File: src/logic/dfs_defines.svh
// Constants for the drive and imaging fault supervisor: register offsets,
// fault bit positions, reset values and timing figures.
// Assumes a 10 MHz system clock; included by bare name.
`ifndef DFS_DEFINES_SVH
`define DFS_DEFINES_SVH

`define DFS_CLK_HZ          10000000
`define DFS_CYC_PER_MS      (`DFS_CLK_HZ / 1000)

// Times in their own units
`define DFS_RUNUP_MS        1000
`define DFS_STOP_MS         4000
`define DFS_SPINUP_MS       60000
`define DFS_TONER_MIN       20
`define DFS_SEQ_BEAT_MS     100
`define DFS_PROC_BEAT_MS    1000
`define DFS_LINE_WINDOW_MS  1000
`define DFS_CTR_GRACE_MS    50

// Levels
`define DFS_LINE_MIN_PPS    600
`define DFS_DENS_MIN_V      350
`define DFS_DENS_MAX_V      450
`define DFS_PAT_MARGIN_MV   1000
`define DFS_PAT_STREAK      15
`define DFS_FUSE_MIN        8'h50
`define DFS_FUSE_MAX        8'hD0

// Register byte offsets
`define DFS_REG_FAULT_LO    12'h000
`define DFS_REG_FAULT_HI    12'h004
`define DFS_REG_CODE        12'h008
`define DFS_REG_SYNC_LIMIT  12'h00C
`define DFS_SYNC_LIMIT_RST  16'h0800

// Fault bit positions
`define DFS_F_MAIN_SPEED    0
`define DFS_F_MAIN_STOP     1
`define DFS_F_DRUM_SPEED    2
`define DFS_F_DRUM_STOP     3
`define DFS_F_BELT_SPEED    4
`define DFS_F_BELT_STOP     5
`define DFS_F_MIRROR        6
`define DFS_F_TONER         7
`define DFS_F_SCAN_SYNC     11
`define DFS_F_LASER         15
`define DFS_F_LINE_SYNC     19
`define DFS_F_BIAS          20
`define DFS_F_CHARGE        32
`define DFS_F_LEAK          36
`define DFS_F_DENSITY       40
`define DFS_F_PATTERN       44
`define DFS_F_COUNTER       48
`define DFS_F_LINK          50
`define DFS_F_SEQ_BEAT      55
`define DFS_F_PROC_BEAT     56
`define DFS_F_SETTING       57
`define DFS_NUM_FAULTS      58

`endif

File: src/logic/dfs_pkg.sv
// Types for the drive and imaging fault supervisor.
// Assumes dfs_defines.svh is compiled alongside.
package dfs_pkg;

  typedef enum logic [3:0] {
    DFS_M_IDLE  = 4'b0001,
    DFS_M_RUNUP = 4'b0010,
    DFS_M_RUN   = 4'b0100,
    DFS_M_STOP  = 4'b1000
  } dfs_motor_e;

  // Motor index: 0 main, 1 drum, 2 transfer belt
  typedef struct packed {
    logic        main_on_cmd;
    logic [2:0]  at_speed;
    logic        main_turning;
    logic        belt_turning;
    logic        mirror_at_speed;
    logic [3:0]  toner_motor_on;
    logic [3:0]  toner_low;
    logic [3:0]  scan_sync;
    logic [3:0]  laser_on;
    logic [3:0]  laser_over;
    logic        line_beam;
    logic [11:0] bias_on;
    logic [11:0] bias_ok;
    logic        bias_check;
    logic        charge_check;
    logic [3:0]  charge_ok;
    logic [3:0]  leak;
    logic        density_done;
    logic [1:0]  density_colour;
    logic [8:0]  density_volts;
    logic        pattern_done;
    logic [1:0]  pattern_colour;
    logic [12:0] vsp_mv;
    logic [12:0] vtc_mv;
    logic [1:0]  counter_want;
    logic [1:0]  counter_line;
    logic [4:0]  link_lost;
    logic        seq_beat;
    logic        proc_beat;
    logic [7:0]  fuse_setting;
  } dfs_pins_s;

  typedef struct packed {
    logic       valid;
    logic [5:0] index;
  } dfs_code_s;

endpackage : dfs_pkg

File: src/logic/dfs_supervisor.sv
// Drive and imaging fault supervisor with an AHB-Lite register slave.
// Assumes all pins come from other boards and are synchronised here;
// multi-bit samples stand stable at least three cycles around their strobe.
//
// The implementer's own choices: the AHB-Lite slave port and the register offsets.
`timescale 1ns/10ps
`include "dfs_defines.svh"

module dfs_supervisor
  import dfs_pkg::*;
#(
  parameter longint unsigned RUNUP_CYC  = 64'(`DFS_RUNUP_MS) * `DFS_CYC_PER_MS,
  parameter longint unsigned STOP_CYC   = 64'(`DFS_STOP_MS) * `DFS_CYC_PER_MS,
  parameter longint unsigned SPINUP_CYC = 64'(`DFS_SPINUP_MS) * `DFS_CYC_PER_MS,
  parameter longint unsigned TONER_CYC  = 64'(`DFS_TONER_MIN) * 60000 * `DFS_CYC_PER_MS,
  parameter longint unsigned SEQ_CYC    = 64'(`DFS_SEQ_BEAT_MS) * `DFS_CYC_PER_MS,
  parameter longint unsigned PROC_CYC   = 64'(`DFS_PROC_BEAT_MS) * `DFS_CYC_PER_MS,
  parameter longint unsigned WINDOW_CYC = 64'(`DFS_LINE_WINDOW_MS) * `DFS_CYC_PER_MS,
  parameter longint unsigned GRACE_CYC  = 64'(`DFS_CTR_GRACE_MS) * `DFS_CYC_PER_MS,
  parameter int unsigned     LINE_MIN   = `DFS_LINE_MIN_PPS,
  parameter logic [7:0]      FUSE_MIN   = `DFS_FUSE_MIN,
  parameter logic [7:0]      FUSE_MAX   = `DFS_FUSE_MAX
) (
  input  wire logic        clk,
  input  wire logic        reset,
  input  wire dfs_pins_s   pins,
  input  wire logic        hsel,
  input  wire logic [11:0] haddr,
  input  wire logic [1:0]  htrans,
  input  wire logic        hwrite,
  input  wire logic [2:0]  hsize,
  input  wire logic [31:0] hwdata,
  input  wire logic        hready,
  output logic      [31:0] hrdata,
  output logic             hreadyout,
  output logic             hresp,
  output logic             fault_active,
  output logic      [5:0]  fault_code
);

  localparam int TW = 36;
  localparam logic [TW-1:0] RUNUP_L  = TW'(RUNUP_CYC);
  localparam logic [TW-1:0] STOP_L   = TW'(STOP_CYC);
  localparam logic [TW-1:0] SPINUP_L = TW'(SPINUP_CYC);
  localparam logic [TW-1:0] TONER_L  = TW'(TONER_CYC);
  localparam logic [TW-1:0] SEQ_L    = TW'(SEQ_CYC);
  localparam logic [TW-1:0] PROC_L   = TW'(PROC_CYC);
  localparam logic [TW-1:0] WINDOW_L = TW'(WINDOW_CYC);
  localparam logic [TW-1:0] GRACE_L  = TW'(GRACE_CYC);
  localparam logic [15:0]   LINE_L   = 16'(LINE_MIN);

  dfs_pins_s   meta;
  dfs_pins_s   s;
  dfs_pins_s   prev;
  logic [63:0] faults;
  logic [63:0] raise;
  logic [15:0] sync_limit;
  dfs_motor_e  mstate;
  logic [TW-1:0] mtimer;
  logic [TW-1:0] spin_timer;
  logic [TW-1:0] toner_timer [4];
  logic [15:0]   scan_timer [4];
  logic [TW-1:0] win_timer;
  logic [15:0]   beat_count;
  logic          win_active;
  logic [3:0]    streak [4];
  logic [TW-1:0] ctr_timer [2];
  logic [TW-1:0] seq_timer;
  logic [TW-1:0] proc_timer;
  logic [1:0]    boot_count;
  logic          ap_valid;
  logic          ap_write;
  logic [11:0]   ap_addr;

  ////////////////////////////////////////////////////////////////////////////
  // Pin synchronisers and edge history
  always_ff @(posedge clk) begin
    meta <= pins;
    s    <= meta;
    prev <= s;
  end

  ////////////////////////////////////////////////////////////////////////////
  // Drive motors
  always_ff @(posedge clk) begin
    if (reset) begin
      mstate <= DFS_M_IDLE;
      mtimer <= '0;
    end else begin
      unique case (mstate)
        DFS_M_IDLE: begin
          mtimer <= '0;
          if (s.main_on_cmd) begin
            mstate <= DFS_M_RUNUP;
          end
        end
        DFS_M_RUNUP: begin
          mtimer <= mtimer + 1'b1;
          if (!s.main_on_cmd) begin
            mstate <= DFS_M_STOP;
            mtimer <= '0;
          end else if (mtimer >= RUNUP_L - 1'b1) begin
            mstate <= DFS_M_RUN;
          end
        end
        DFS_M_RUN: begin
          mtimer <= '0;
          if (!s.main_on_cmd) begin
            mstate <= DFS_M_STOP;
          end
        end
        DFS_M_STOP: begin
          mtimer <= mtimer + 1'b1;
          if (s.main_on_cmd) begin
            mstate <= DFS_M_RUNUP;
            mtimer <= '0;
          end else if (mtimer >= STOP_L - 1'b1) begin
            mstate <= DFS_M_IDLE;
          end
        end
      endcase
    end
  end

  ////////////////////////////////////////////////////////////////////////////
  // Polygon spin-up, power-on setting check
  always_ff @(posedge clk) begin
    if (reset) begin
      spin_timer <= '0;
      boot_count <= '0;
    end else begin
      if (spin_timer < SPINUP_L) begin
        spin_timer <= spin_timer + 1'b1;
      end
      if (boot_count != 2'h3) begin
        boot_count <= boot_count + 1'b1;
      end
    end
  end

  ////////////////////////////////////////////////////////////////////////////
  // Per colour timers
  for (genvar c = 0; c < 4; c++) begin : g_colour
    always_ff @(posedge clk) begin
      if (reset || !s.toner_motor_on[c] || !s.toner_low[c]) begin
        toner_timer[c] <= '0;
      end else if (toner_timer[c] < TONER_L) begin
        toner_timer[c] <= toner_timer[c] + 1'b1;
      end
    end
    always_ff @(posedge clk) begin
      if (reset || !s.laser_on[c] || (s.scan_sync[c] && !prev.scan_sync[c])) begin
        scan_timer[c] <= '0;
      end else if (scan_timer[c] != 16'hFFFF) begin
        scan_timer[c] <= scan_timer[c] + 1'b1;
      end
    end
    always_ff @(posedge clk) begin
      if (reset) begin
        streak[c] <= '0;
      end else if (s.pattern_done && !prev.pattern_done && s.pattern_colour == 2'(c)) begin
        if ({1'b0, s.vsp_mv} > {1'b0, s.vtc_mv} + 14'(`DFS_PAT_MARGIN_MV)) begin
          if (streak[c] != 4'(`DFS_PAT_STREAK)) begin
            streak[c] <= streak[c] + 1'b1;
          end
        end else begin
          streak[c] <= '0;
        end
      end
    end
  end

  ////////////////////////////////////////////////////////////////////////////
  // Line sync rate window
  always_ff @(posedge clk) begin
    if (reset || win_timer >= WINDOW_L - 1'b1) begin
      win_timer  <= '0;
      beat_count <= '0;
      win_active <= 1'b1;
    end else begin
      win_timer <= win_timer + 1'b1;
      if (!(|s.laser_on)) begin
        win_active <= 1'b0;
      end
      if (s.line_beam && !prev.line_beam && beat_count != 16'hFFFF) begin
        beat_count <= beat_count + 1'b1;
      end
    end
  end

  ////////////////////////////////////////////////////////////////////////////
  // Copy counters and heartbeats
  for (genvar k = 0; k < 2; k++) begin : g_counter
    always_ff @(posedge clk) begin
      if (reset || (s.counter_want[k] == s.counter_line[k])) begin
        ctr_timer[k] <= '0;
      end else if (ctr_timer[k] < GRACE_L) begin
        ctr_timer[k] <= ctr_timer[k] + 1'b1;
      end
    end
  end

  always_ff @(posedge clk) begin
    if (reset || (s.seq_beat && !prev.seq_beat)) begin
      seq_timer <= '0;
    end else if (seq_timer <= SEQ_L) begin
      seq_timer <= seq_timer + 1'b1;
    end
  end

  always_ff @(posedge clk) begin
    if (reset || (s.proc_beat && !prev.proc_beat)) begin
      proc_timer <= '0;
    end else if (proc_timer <= PROC_L) begin
      proc_timer <= proc_timer + 1'b1;
    end
  end

  ////////////////////////////////////////////////////////////////////////////
  // Fault conditions
  always_comb begin
    raise = '0;
    raise[`DFS_F_MAIN_SPEED] = (mstate == DFS_M_RUNUP && mtimer >= RUNUP_L - 1'b1 && !s.at_speed[0])
                             || (mstate == DFS_M_RUN && !s.at_speed[0]);
    raise[`DFS_F_DRUM_SPEED] = (mstate == DFS_M_RUNUP && mtimer >= RUNUP_L - 1'b1 && !s.at_speed[1])
                             || (mstate == DFS_M_RUN && !s.at_speed[1]);
    raise[`DFS_F_BELT_SPEED] = (mstate == DFS_M_RUNUP && mtimer >= RUNUP_L - 1'b1 && !s.at_speed[2])
                             || (mstate == DFS_M_RUN && !s.at_speed[2]);
    raise[`DFS_F_MAIN_STOP]  = mstate == DFS_M_STOP && mtimer >= STOP_L - 1'b1 && s.main_turning;
    raise[`DFS_F_DRUM_STOP]  = mstate == DFS_M_STOP && mtimer >= STOP_L - 1'b1 && s.belt_turning;
    raise[`DFS_F_BELT_STOP]  = mstate == DFS_M_STOP && mtimer >= STOP_L - 1'b1 && s.belt_turning;
    raise[`DFS_F_MIRROR]     = spin_timer >= SPINUP_L && !s.mirror_at_speed;
    for (int c = 0; c < 4; c++) begin
      raise[`DFS_F_TONER + c]     = toner_timer[c] >= TONER_L;
      raise[`DFS_F_SCAN_SYNC + c] = scan_timer[c] > sync_limit;
      raise[`DFS_F_LASER + c]     = s.laser_over[c];
      raise[`DFS_F_CHARGE + c]    = s.charge_check && !prev.charge_check && !s.charge_ok[c];
      raise[`DFS_F_LEAK + c]      = s.leak[c];
      raise[`DFS_F_DENSITY + c]   = s.density_done && !prev.density_done && s.density_colour == 2'(c)
                                  && (s.density_volts < 9'(`DFS_DENS_MIN_V)
                                  || s.density_volts > 9'(`DFS_DENS_MAX_V));
      raise[`DFS_F_PATTERN + c]   = streak[c] == 4'(`DFS_PAT_STREAK);
    end
    for (int b = 0; b < 12; b++) begin
      raise[`DFS_F_BIAS + b] = s.bias_check && !prev.bias_check && s.bias_on[b] && !s.bias_ok[b];
    end
    raise[`DFS_F_LINE_SYNC] = win_timer >= WINDOW_L - 1'b1 && win_active
                            && (|s.laser_on) && beat_count < LINE_L;
    for (int k = 0; k < 2; k++) begin
      raise[`DFS_F_COUNTER + k] = ctr_timer[k] >= GRACE_L;
    end
    for (int l = 0; l < 5; l++) begin
      raise[`DFS_F_LINK + l] = s.link_lost[l];
    end
    raise[`DFS_F_SEQ_BEAT]  = seq_timer > SEQ_L;
    raise[`DFS_F_PROC_BEAT] = proc_timer > PROC_L;
    raise[`DFS_F_SETTING]   = boot_count == 2'h2
                            && (s.fuse_setting < FUSE_MIN || s.fuse_setting > FUSE_MAX);
  end

  ////////////////////////////////////////////////////////////////////////////
  // Sticky faults and priority report
  always_ff @(posedge clk) begin
    if (reset) begin
      faults <= '0;
    end else begin
      faults <= faults | raise;
    end
  end

  always_ff @(posedge clk) begin
    if (reset) begin
      fault_active <= 1'b0;
      fault_code   <= '0;
    end else begin
      fault_active <= |faults;
      fault_code   <= '0;
      for (int i = `DFS_NUM_FAULTS - 1; i >= 0; i--) begin
        if (faults[i]) begin
          fault_code <= 6'(i);
        end
      end
    end
  end

  ////////////////////////////////////////////////////////////////////////////
  // AHB-Lite slave, zero wait states
  assign hreadyout = 1'b1;
  assign hresp     = 1'b0;

  always_ff @(posedge clk) begin
    if (reset) begin
      ap_valid <= 1'b0;
      ap_write <= 1'b0;
      ap_addr  <= '0;
    end else if (hready) begin
      ap_valid <= hsel && htrans[1];
      ap_write <= hwrite;
      ap_addr  <= haddr;
    end
  end

  always_ff @(posedge clk) begin
    if (reset) begin
      sync_limit <= `DFS_SYNC_LIMIT_RST;
    end else if (ap_valid && ap_write && ap_addr == `DFS_REG_SYNC_LIMIT) begin
      sync_limit <= hwdata[15:0];
    end
  end

  always_ff @(posedge clk) begin
    if (reset) begin
      hrdata <= '0;
    end else if (hready && hsel && htrans[1] && !hwrite) begin
      unique case (haddr)
        `DFS_REG_FAULT_LO:   hrdata <= faults[31:0];
        `DFS_REG_FAULT_HI:   hrdata <= faults[63:32];
        `DFS_REG_CODE:       hrdata <= {16'h0000, 8'(fault_active), 2'b00, fault_code};
        `DFS_REG_SYNC_LIMIT: hrdata <= {16'h0000, sync_limit};
        default:             hrdata <= '0;
      endcase
    end
  end

endmodule : dfs_supervisor

File: config.mk
export PLATFORM = sky130hd
export DESIGN_NAME = dfs_supervisor
export DESIGN_NICKNAME = d
export VERILOG_FILES = /design/src/logic/dfs_pkg.sv /design/src/logic/dfs_supervisor.sv
export VERILOG_INCLUDE_DIRS = /design/src /design/src/logic
export SDC_FILE = /design/constraint.sdc
export NUM_CORES = 1
export LEC_CHECK = 0
export BUFFER_PORTS_ARGS = -buffer_cell sky130_fd_sc_hd__buf_2
export CELL_PAD_IN_SITES_DETAIL_PLACEMENT = 0
export CELL_PAD_IN_SITES_GLOBAL_PLACEMENT = 1
export CORE_MARGIN = 1.5
export CORE_UTILIZATION = 45
export DETAILED_ROUTE_END_ITERATION = 7
export PLACE_DENSITY_LB_ADDON = 0.25
export SYNTH_ARGS = -nofsm -noshare
export SYNTH_HDL_FRONTEND = slang
export SYNTH_SLANG_ARGS = --single-unit
File: constraint.sdc
create_clock -name clk -period 4 [get_ports clk]
set_clock_uncertainty 0.05 [all_clocks]
set_input_delay 0 -clock clk [delete_from_list [all_inputs] [get_ports clk]]
set_output_delay 0 -clock clk [all_outputs]
set_load 0.02 [all_outputs]
After elaboration in Yosys (flattened, before gate mapping)
Memory sizes are Yosys's and may differ from the RTL's.
Index checks and enable logic that the tools add are counted.

operators by class
  bitwise operators = 19
  equal/unequal tests = 35
  reduce and logical (&&, ||, !) cells = 156
  add/subtract/negate cells = 22
  muxes and demuxes = 171
  order comparisons = 31

operators with widths
  operator                 count
  $add A36 B1 Y36 const B  11
  $mux W36                 8
  $mux W6                  26
  $ge A36 B34 Y1 const B   4
  $lt A36 B34 Y1 const B   4
  $pmux W32 S4             1
  $pmux W36 S3             1
  $mux W4                  22
  $mux W1                  86
  $add A16 B1 Y16 const B  5
  $mux W5                  16
  $ne A16 B16 Y1 const B   5
  $logic_and A1 B1 Y1      73
  $ge A36 B19 Y1 const B   2
  $ge A36 B24 Y1 const B   2
  $lt A36 B19 Y1 const B   2
  $gt A16 B16 Y1           4
  $mux W16                 4
  $or A64 B58 Y64          1
  $reduce_or A64 Y1        1
  $logic_not A1 Y1         44
  $eq A12 B4 Y1 const B    3
  $ge A36 B26 Y1 const B   1
  $ge A36 B30 Y1 const B   1
  41 further kinds         107

word-level totals
  flip-flop bits (word level) = 591
  memories kept = 4
  bits of input ports = 176
  word-level logic and storage cells = 528
  memory bits (writable) = 296
  output and inout port bits = 41

memory list
  memory       depth  bits a word  rd ports  clocked after Yosys merged registers in  write ports  RTL line              text
  toner_timer  4      36           4         0                                        4            dfs_supervisor.sv:61  logic [TW-1:0] toner_timer [4];
  ctr_timer    2      36           2         0                                        2            dfs_supervisor.sv:67  logic [TW-1:0] ctr_timer [2];
  scan_timer   4      16           4         0                                        4            dfs_supervisor.sv:62  logic [15:0] scan_timer [4];
  streak       4      4            4         0                                        4            dfs_supervisor.sv:66  logic [3:0] streak [4];

Logic depth before layout (Yosys ltp)
Gate-level depths: netlist of run 1.

  depth after elaboration = 57
  gate-level depth with buffers = 14
  gate-level depth less buffers = 13

Least setup slack after synthesis of run 1
No wires, ideal clock.

  kind = register to register
  from = mem toner_timer[2][21]
  to = mem toner_timer[2][0], enable pin
  data arrival time = 3.098 ns
  buffers on the path = 0
  required time = 3.507 ns
  setup time = 0.443 ns
  stages on the path, launching flop included = 6
  period minus slack after synthesis = 3.591 ns
  path slack = 0.409 ns
  path through = edfxtp_1 or4_1 nor2_1 a21bo_2 a211oi_1 o2111ai_1

RTL lines
  element      RTL line
  from (decl)  dfs_supervisor.sv:61

==> insert_results.sql, run 1 <==
INSERT INTO impl_metrics (metric_group, metric, value, unit) VALUES
('outcome', 'outcome', 'finished, final reports clean', ''),
('clocking', 'cts_tree', 'done', ''),
('timing', 'post_layout_minimum_cycle_time', '3.182', 'ns'),
('clocking', 'post_cts.resized_instances', '0', ''),
('timing', 'clock.fmax', '0.3143', 'GHz'),
('timing', 'hold_violations', '0', ''),
('die', 'boundary_pins', '217', ''),
('die', 'start_util', '45.70', '%'),
('placed_design', 'numPortBuffers', '194', ''),
('timing', 'postLayoutSetupSlackWorst', '0.8183', 'ns'),
('die', 'num_rows', '103', ''),
('flow_run', 'maxCapViolations', '0', ''),
('global_routing', 'grt.overflow.total', '0', ''),
('clocking', 'cts_buffers', '93', ''),
('critical_path', 'cp_data_arrival_time', '3.43', 'ns'),
('min_path', 'hold_depth', '2', ''),
('drt', 'detailroute.via_count', '26450', ''),
('layout', 'layout-drive-gt1-share', '10.10', '%'),
('clocking', 'hold_buffers', '288', ''),
('timing', 'report.final.slew_viol_count', '0', ''),
('power_and_ir_drop', 'max-vdd-ir-drop', '0.3468', 'mV'),
('clocking', 'cts.root.buffer_cell', 'sky130_fd_sc_hd__clkbuf_16', ''),
('placed_design', 'place_congestion', '0.8567', ''),
('power_and_ir_drop', 'switching_part_of_the_total', '21.95', '%'),
('die', 'design.die.area', '82340', 'um^2'),
('synth', 'post-synth-top-count-cell', 'sky130_fd_sc_hd__nor2_1', ''),
('timing', 'fin_crit_sh', '79.54', '%'),
('min_path', 'hold_path_class', 'input port to flop', ''),
('critical_path', 'critical_path_class', 'flop to flop', ''),
('die', 'floorplan.core_area', '79390', 'um^2'),
('drt', 'routed-wl-met2', '37.68', 'mm'),
('synth', 'ys_top_cells_by_area', 'sky130_fd_sc_hd__dfxtp_1, sky130_fd_sc_hd__edfxtp_1, sky130_fd_sc_hd__nor2_1', ''),
('timing', 'setup_viol_count_final', '0', ''),
('clocking', 'cts.sinks', '881', ''),
('drt', 'met3_length', '4.623', 'mm'),
('drt', 'post_drt_wl_per_cell', '16.34', 'um'),
('synth', 'post-synth-top-area-cell', 'sky130_fd_sc_hd__dfxtp_1', ''),
('critical_path', 'crit_chain', 'or3_1, nor3_1, nand2b_1, nand2_1, xor2_1, ha_1, nand3_1, nor2_1, a41o_1, a41oi_1, o31ai_2, buf_4, nor2b_1, a21oi_1', ''),
('layout', 'area_growth_synth_to_finish', '23.13', '%'),
('synth', 'synth_top_cell_area_share', '32.28', '%'),
('synth', 'synth.avg_cell_area', '10.29', 'um^2'),
('layout', 'antenna-diode-count', '0', ''),
('synth', 'synth_async_reset_ratio', '0', '%'),
('layout', 'num-fill-cells', '7003', ''),
('critical_path', 'critical_path_peak_fanout', '14', ''),
('die', 'die_width', '287.0', 'um'),
('power_and_ir_drop', 'internal_power', '15240', 'uW'),
('placed_design', 'dp_hpwl', '56.82', 'mm'),
('drt', 'drc', '0', ''),
('clocking', 'clkSlewWorstSetupHoldPaths', '0.06', 'ns'),
('synth', 'ys_seq_area_share', '56.78', '%'),
('synth', 'yosys_warnings', '0', ''),
('drt', 'wl_met1', '40.52', 'mm'),
('critical_path', 'startpoint_type', 'flop', ''),
('power_and_ir_drop', 'power_frac_clock', '45.2', '%'),
('global_routing', 'antenna_found_initial', '0', ''),
('timing', 'max_slew.worst_pin.slew', '1.050', 'ns'),
('critical_path', 'worstSetupEndpointType', 'flop', ''),
('synth', 'ys_top_cells_by_count', 'sky130_fd_sc_hd__nor2_1, sky130_fd_sc_hd__dfxtp_1, sky130_fd_sc_hd__edfxtp_1', ''),
('global_routing', 'grtUsageTotal', '20.75', '%'),
('layout', 'final_util', '56.27', '%'),
('synth', 'postSynthCellCount', '3527', ''),
('global_routing', 'maximum_number_of_pins_on_one_net_before_global_route_repair', '167', ''),
('power_and_ir_drop', 'switching_power', '4284', 'uW'),
('synth', 'synth.distinct_cells', '75', ''),
('critical_path', 'standard_cell_with_the_maximum_stage_delay_on_the_critical_path', 'sky130_fd_sc_hd__or3_1', ''),
('drt', 'detail_route.first_pass.iterations', '6', ''),
('global_routing', 'grt_first_pass_wirelength', '137.0', 'mm'),
('synth', 'ys_seq_elements', '881', ''),
('die', 'chipHeight', '287.0', 'um'),
('drt', 'final_antenna_net_count', '0', '');
per-layer routing:
| metal | track usage, % | vias to the layer above |
|---|---|---|
| li1 | - | 13390 |
| met1 | 29.01 | 12390 |
| met2 | 32.54 | 550 |
| met3 | 3.667 | 117 |
| met4 | 6.789 | 0 |
| met5 | 0 | - |
worst max-delay path, delay by kind of cell (launching register included):
family          cells  cell delay, ns
compound gates      4            0.66
xor+xnor            1            0.06
buf+inv             1            0.25
fa+ha+maj           1            0.29
simple gates        7            1.19
flops               1            0.34
stage by stage:
| step | instances | power [uW] | cell area [um^2] |
|---|---|---|---|
| after detailed placement | 4746 | 10670 | 38600 |
| after global placement | 4746 | 10660 | 38600 |
| after global routing | 5207 | 20250 | 44670 |
| after floorplan | 3581 | 10350 | 36490 |
| after CTS | 5207 | 19740 | 44670 |
| final | 5207 | 19520 | 44670 |
registers in the layout, indices dropped and copies added, names as in the netlist, 4 cells and up:
| signal | count |
|---|---|
| raise | 13 |
| meta | 122 |
| proc_timer | 36 |
| hrdata | 32 |
| sync_limit | 16 |
| mstate | 4 |
| toner_timer | 144 |
| spin_timer | 36 |
| ap_addr | 12 |
| win_timer | 36 |
| mtimer | 36 |
| ctr_timer | 72 |
| prev | 11 |
| fault_code | 6 |
| seq_timer | 36 |
| s | 109 |
| beat_count | 16 |
| scan_timer | 64 |
| faults | 58 |
| streak | 16 |
final timing paths:
path	start	slack (ns)	end
worst max-delay path	s[24]	0.82	streak[0][1]
worst min-delay path	pins[120]	0.03	meta[120]
worst max register to register	s[24]	0.82	streak[0][1]
worst min register to register	meta[109]	0.27	s[109]
cell families (layout without fill, tap and decap cells):
logic type / count (synthesis) / in the layout / share of synthesized area (%)
AND/OR/NAND/NOR: 1572 / 1572 / 21.00
flip-flops: 881 / 881 / 56.78
XOR/XNOR: 352 / 352 / 8.497
AO/OA/AOI/OAI: 336 / 336 / 5.866
buffers and inverters: 223 / 799 / 2.355
adder cells (fa/ha/maj): 109 / 109 / 3.759
multiplexers: 52 / 52 / 1.721
other: 2 / 56 / 0.02070
cell usage in the layout (no fill, tap or decap), types with 114 or more instances in the layout:
master,count
sky130_fd_sc_hd__nand3_1,188
sky130_fd_sc_hd__xnor2_1,123
sky130_fd_sc_hd__dlygate4sd3_1,288
sky130_fd_sc_hd__dfxtp_1,585
sky130_fd_sc_hd__nor2_1,645
sky130_fd_sc_hd__nand2_1,192
sky130_fd_sc_hd__edfxtp_1,296
sky130_fd_sc_hd__buf_2,193
sky130_fd_sc_hd__a21oi_1,114
sky130_fd_sc_hd__inv_1,121
sky130_fd_sc_hd__xor2_1,229
power by group through the flow:
| stage | Clock (uW) | Sequential (uW) | Combinational, uW |
|---|---|---|---|
| 6_report | 8810 | 9800 | 909 |
| 5_1_grt | 9410 | 9830 | 1010 |
| 4_1_cts | 9040 | 9800 | 901 |
| 3_5_place_dp | 0 | 9990 | 679 |
| 3_3_place_gp | 0 | 9980 | 677 |
| 2_1_floorplan | 0 | 9890 | 454 |
area by class of cell:
class | instances | area [um^2] | share of cell area, %
clock buffer | 134 | 2843 | 6.363
clock inverter | 39 | 346.6 | 0.7758
inverter | 122 | 457.9 | 1.025
multi-input combinational | 2477 | 15070 | 33.74
sequential | 881 | 20600 | 46.11
tap | 1050 | 1314 | 2.941
timing repair buffer | 504 | 4038 | 9.038
No activity file was read; power rests on OpenSTA's default activity.
==> run 2, diff against run 1 <==
--- a/config.mk
+++ b/config.mk
@@ -6,11 +6,12 @@
 export SDC_FILE = /design/constraint.sdc
 export NUM_CORES = 1
 export LEC_CHECK = 0
+export ABC_AREA = 1
 export BUFFER_PORTS_ARGS = -buffer_cell sky130_fd_sc_hd__buf_2
 export CELL_PAD_IN_SITES_DETAIL_PLACEMENT = 0
 export CELL_PAD_IN_SITES_GLOBAL_PLACEMENT = 1
 export CORE_MARGIN = 1.5
-export CORE_UTILIZATION = 45
+export CORE_UTILIZATION = 42
 export DETAILED_ROUTE_END_ITERATION = 7
 export PLACE_DENSITY_LB_ADDON = 0.25
 export SYNTH_ARGS = -nofsm -noshare
==> constraint.sdc (replaced) <==
create_clock -name clk -period 2.9 [get_ports clk]
set_clock_uncertainty 0.05 [all_clocks]
set_input_delay 0 -clock clk [delete_from_list [all_inputs] [get_ports clk]]
set_output_delay 0 -clock clk [all_outputs]
set_load 0.02 [all_outputs]
==> insert_results.sql, run 2 <==
INSERT INTO impl_metrics (metric_group, metric, value, unit) VALUES
('drt', 'detailroute.via_count', '30090', ''),
('power_and_ir_drop', 'power_frac_clock', '45.2', '%'),
('critical_path', 'critical_path_peak_fanout', '3', ''),
('global_routing', 'grtUsageTotal', '20.27', '%'),
('power_and_ir_drop', 'power_leakage', '0.02009', 'uW'),
('power_and_ir_drop', 'switching_part_of_the_total', '22.09', '%'),
('global_routing', 'grt_first_pass_wirelength', '146.7', 'mm'),
('synth', 'synth.avg_cell_area', '8.881', 'um^2'),
('critical_path', 'r2r-start', 'toner_timer[1][1]', ''),
('layout', 'antenna-diode-count', '0', ''),
('critical_path', 'crit_family', 'simple AND/OR/NAND/NOR gates', ''),
('synth', 'ys_top_cells_by_area', 'sky130_fd_sc_hd__dfxtp_1, sky130_fd_sc_hd__edfxtp_1, sky130_fd_sc_hd__nand2_1', ''),
('synth', 'ys_top_cells_by_count', 'sky130_fd_sc_hd__nand2_1, sky130_fd_sc_hd__dfxtp_1, sky130_fd_sc_hd__inv_1', ''),
('critical_path', 'cp.buffers_inverters', '1', ''),
('critical_path', 'startpoint_type', 'flop', ''),
('layout', 'finalNetCount', '5388', ''),
('critical_path', 'worstSetupEndpointType', 'flop', ''),
('timing', 'fin_crit_sh', '115.1', '%'),
('placed_design', 'dp_hpwl', '61.18', 'mm'),
('layout', 'reg_top3', 'toner_timer (144), meta (122), s (109)', ''),
('layout', 'area_growth_synth_to_finish', '36.16', '%'),
('synth', 'ys_seq_area_share', '56.35', '%'),
('synth', 'mappedNetlistArea', '36550', 'um^2'),
('synth', 'post-synth-top-area-cell', 'sky130_fd_sc_hd__dfxtp_1', ''),
('critical_path', 'r2r_end', 'toner_timer[1][32]', ''),
('die', 'chipHeight', '298.0', 'um'),
('min_path', 'hold_path_class', 'input port to flop', ''),
('timing', 'setup_viol_count_final', '49', ''),
('synth', 'synth_async_reset_ratio', '0', '%'),
('clocking', 'cts_buffers', '97', ''),
('clocking', 'cts.sinks', '881', ''),
('synth', 'synth_top_cell_area_share', '32.04', '%'),
('power_and_ir_drop', 'switching_power', '5999', 'uW'),
('critical_path', 'cp_data_arrival_time', '3.69', 'ns'),
('drt', 'final_antenna_net_count', '0', ''),
('power_and_ir_drop', 'internal_power', '21150', 'uW'),
('power_and_ir_drop', 'share_seq_of_total_power', '49.4', '%'),
('critical_path', 'setup_crit_start', 'toner_timer[1][1]', ''),
('synth', 'post-synth-top-count-cell', 'sky130_fd_sc_hd__nand2_1', ''),
('die', 'boundary_pins', '217', ''),
('placed_design', 'place_congestion', '0.8466', ''),
('critical_path', 'r2r_cells', '25', ''),
('critical_path', 'cp.required', '3.25', 'ns'),
('layout', 'largest_register', 'toner_timer', ''),
('timing', 'relSlewSlack', '40.32', '%'),
('die', 'design.die.area', '88810', 'um^2'),
('critical_path', 'critical_path_class', 'flop to flop', ''),
('timing', 'report.final.slew_viol_count', '0', ''),
('power_and_ir_drop', 'power_frac_comb', '5.4', '%'),
('drt', 'drc', '0', ''),
('layout', 'area.sequential', '20620', 'um^2'),
('clocking', 'clk_path_buf_depth', '3', ''),
('placed_design', 'numPortBuffers', '194', ''),
('power_and_ir_drop', 'p_per_area', '545.6', 'nW/um^2'),
('synth', 'postSynthCellCount', '4116', ''),
('outcome', 'outcome', 'complete, but fails checks', ''),
('clocking', 'cts.root.buffer_cell', 'sky130_fd_sc_hd__clkbuf_16', ''),
('power_and_ir_drop', 'p_total', '27150', 'uW'),
('outcome', 'failed_checks', 'negative setup slack', ''),
('critical_path', 'standard_cell_with_the_maximum_stage_delay_on_the_critical_path', 'sky130_fd_sc_hd__edfxtp_1', ''),
('layout', 'final_common_cell', 'sky130_fd_sc_hd__nand2_1', ''),
('global_routing', 'grt.overflow.total', '0', ''),
('layout', 'multi_input_area', '14730', 'um^2'),
('die', 'start_util', '42.27', '%'),
('die', 'floorplan.core_area', '86480', 'um^2'),
('layout', 'number_of_flip_flops_in_the_largest_register', '144', ''),
('drt', 'post_drt_wl_per_cell', '14.39', 'um'),
('timing', 'grt_setup_unrepaired', 'true', ''),
('timing', 'max_slew.worst_pin.slew', '0.8920', 'ns'),
('critical_path', 'critical_path_depth', '25', ''),
('global_routing', 'grt_pass1_vias', '29160', ''),
('synth', 'yosys_warnings', '0', ''),
('drt', 'drt_first_iter_violations', '1461', ''),
('timing', 'post_layout_minimum_cycle_time', '3.338', 'ns'),
('clocking', 'cts_tree', 'done', ''),
('critical_path', 'reg2reg_slack', '-0.44', 'ns'),
('critical_path', 'crit_top_cell', 'sky130_fd_sc_hd__nand2_2', ''),
('layout', 'num-fill-cells', '7604', ''),
('power_and_ir_drop', 'max-vdd-ir-drop', '0.4751', 'mV'),
('drt', 'total_length_of_routed_wires', '91.22', 'mm'),
('timing', 'postLayoutSetupSlackWorst', '-0.4378', 'ns'),
('placed_design', 'detailedPlace.worstSlack', '-0.4499', 'ns'),
('timing', 'clock.fmax', '0.2996', 'GHz'),
('die', 'num_rows', '108', ''),
('timing', 'hold_violations', '0', ''),
('clocking', 'clkSlewWorstSetupHoldPaths', '0.06', 'ns'),
('critical_path', 'critical_path.endpoint', 'toner_timer[1][32]', ''),
('synth', 'ys_seq_elements', '881', ''),
('synth', 'synthFlopType', 'sky130_fd_sc_hd__dfxtp_1', ''),
('clocking', 'insertion_delay', '0.65', 'ns'),
('clocking', 'htree_num_levels', '3', ''),
('layout', 'layout-drive-gt1-share', '21.45', '%'),
('drt', 'routed_via_density', '4.747', ''),
('layout', 'mostFrequentLayoutCells', 'sky130_fd_sc_hd__nand2_1, sky130_fd_sc_hd__dfxtp_1, sky130_fd_sc_hd__inv_1', ''),
('drt', 'detail_route.first_pass.iterations', '5', ''),
('flow_run', 'maxCapViolations', '0', ''),
('layout', 'final_util', '57.55', '%'),
('die', 'die_width', '298.0', 'um'),
('synth', 'synth-edff-count', '296', ''),
('global_routing', 'antenna_found_initial', '0', ''),
('critical_path', 'slowest_delay', '0.37', 'ns'),
('global_routing', 'maximum_number_of_pins_on_one_net_before_global_route_repair', '41', ''),
('synth', 'synth.distinct_cells', '66', '');
==> run 2: cell types whose count changed after synthesis, moves of 86 or more <==
cell | previous run | this run
sky130_fd_sc_hd__inv_1 | 121 | 558
sky130_fd_sc_hd__nand2_1 | 192 | 624
sky130_fd_sc_hd__a21oi_1 | 114 | 321
sky130_fd_sc_hd__xor2_1 | 229 | 55
sky130_fd_sc_hd__nor2_1 | 645 | 531
sky130_fd_sc_hd__xnor2_1 | 123 | 20
sky130_fd_sc_hd__nor3_1 | 72 | 158
==> run 2: cells by family after synthesis <==
family | after synthesis | synth area share (%)
flops | 881 | 56.35
fa+ha+maj | 109 | 3.731
other cells | 2 | 0.02055
buf+inv | 697 | 7.482
xor+xnor | 75 | 1.797
simple gates | 1709 | 20.72
compound gates | 643 | 9.899
==> run 2: worst min path at each step <==
| stage | startpoint | end | slack, ns | cells after the start |
|---|---|---|---|---|
| after floorplan | pins[0] | meta[0] | -0.02 | 0 |
| after global placement | pins[110] | meta[110] | 0.05 | 1 |
| after detailed placement | pins[79] | meta[79] | 0.05 | 1 |
| after CTS | hwdata[11] | sync_limit[11] | 0.04 | 4 |
| after global routing | hwdata[15] | sync_limit[15] | 0.14 | 4 |
| final | hwdata[11] | sync_limit[11] | 0.11 | 4 |
==> run 2: worst reg2reg max path: stages (launching register included) <==
cell,delay (ns)
sky130_fd_sc_hd__edfxtp_1,0.37
sky130_fd_sc_hd__ha_2,0.19
sky130_fd_sc_hd__nand2_2,0.07
sky130_fd_sc_hd__nor2_4,0.10
sky130_fd_sc_hd__nand3_2,0.09
sky130_fd_sc_hd__inv_2,0.08
sky130_fd_sc_hd__nand3_2,0.07
sky130_fd_sc_hd__nor3b_2,0.21
sky130_fd_sc_hd__nand2_1,0.08
sky130_fd_sc_hd__nor2_2,0.14
sky130_fd_sc_hd__nand2_2,0.09
sky130_fd_sc_hd__nor2_4,0.09
sky130_fd_sc_hd__nand2_2,0.07
sky130_fd_sc_hd__nor2_2,0.12
sky130_fd_sc_hd__and3_4,0.20
sky130_fd_sc_hd__nand3_4,0.07
sky130_fd_sc_hd__nor2_4,0.13
sky130_fd_sc_hd__nand2_2,0.08
sky130_fd_sc_hd__nor2_4,0.13
sky130_fd_sc_hd__nand2_2,0.07
sky130_fd_sc_hd__nor2_2,0.10
sky130_fd_sc_hd__nand2_1,0.08
sky130_fd_sc_hd__nor2_2,0.14
sky130_fd_sc_hd__nand3_2,0.09
sky130_fd_sc_hd__o21ai_2,0.12
sky130_fd_sc_hd__a21oi_1,0.05
==> run 2: cell type report <==
type                    count  share of cell area [%]
flip-flops and latches    881                   41.44
repair buffers            905                   14.58
clock buffers             150                   6.003
well taps                1155                   2.904
clock inverters            29                  0.4751
inverters                 626                   5.005
multi-input cells        2592                   29.60
==> run 2: power groups by stage <==
| stage | clock network [uW] | registers [uW] | logic (uW) |
|---|---|---|---|
| finish | 12300 | 13400 | 1460 |
| global route | 13200 | 13500 | 1640 |
| CTS | 12600 | 13400 | 1410 |
| detailed placement | 0 | 13700 | 1080 |
| global placement | 0 | 13700 | 1070 |
| floorplan | 0 | 13600 | 641 |
==> run 2: per-layer routing <==
layer / track usage, % / up-vias / share of wire [%]
li1: - / 15660 / -
met1: 26.19 / 13840 / 46
met2: 33.96 / 472 / 47
met3: 4.485 / 114 / 5.5
met4: 5.862 / 0 / 2.1
met5: 0 / - / 0
==> run 2: through the flow <==
step / TNS [ns] / instances / hold WS, ns / area (um^2)
after detailed placement: -16.56 / 5724 / 0.05356 / 41170
after global routing: -21.93 / 6338 / 0.1433 / 49770
after floorplan: -4.591 / 4170 / -0.02228 / 36910
after global placement: -13.22 / 5724 / 0.05252 / 41170
final: -6.585 / 6338 / 0.1112 / 49770
after CTS: -7.477 / 6308 / 0.04129 / 48510
==> run 2: what timing repair did <==
item | 4_1_cts | 5_1_grt
gates resized for setup | 95 | 271
endpoints found under the setup margin | 64 | 219
setup buffers | 108 | 54
hold buffers | 300 | 0
pin swaps | 26 | 91
endpoints found under the hold margin | 200 | 0
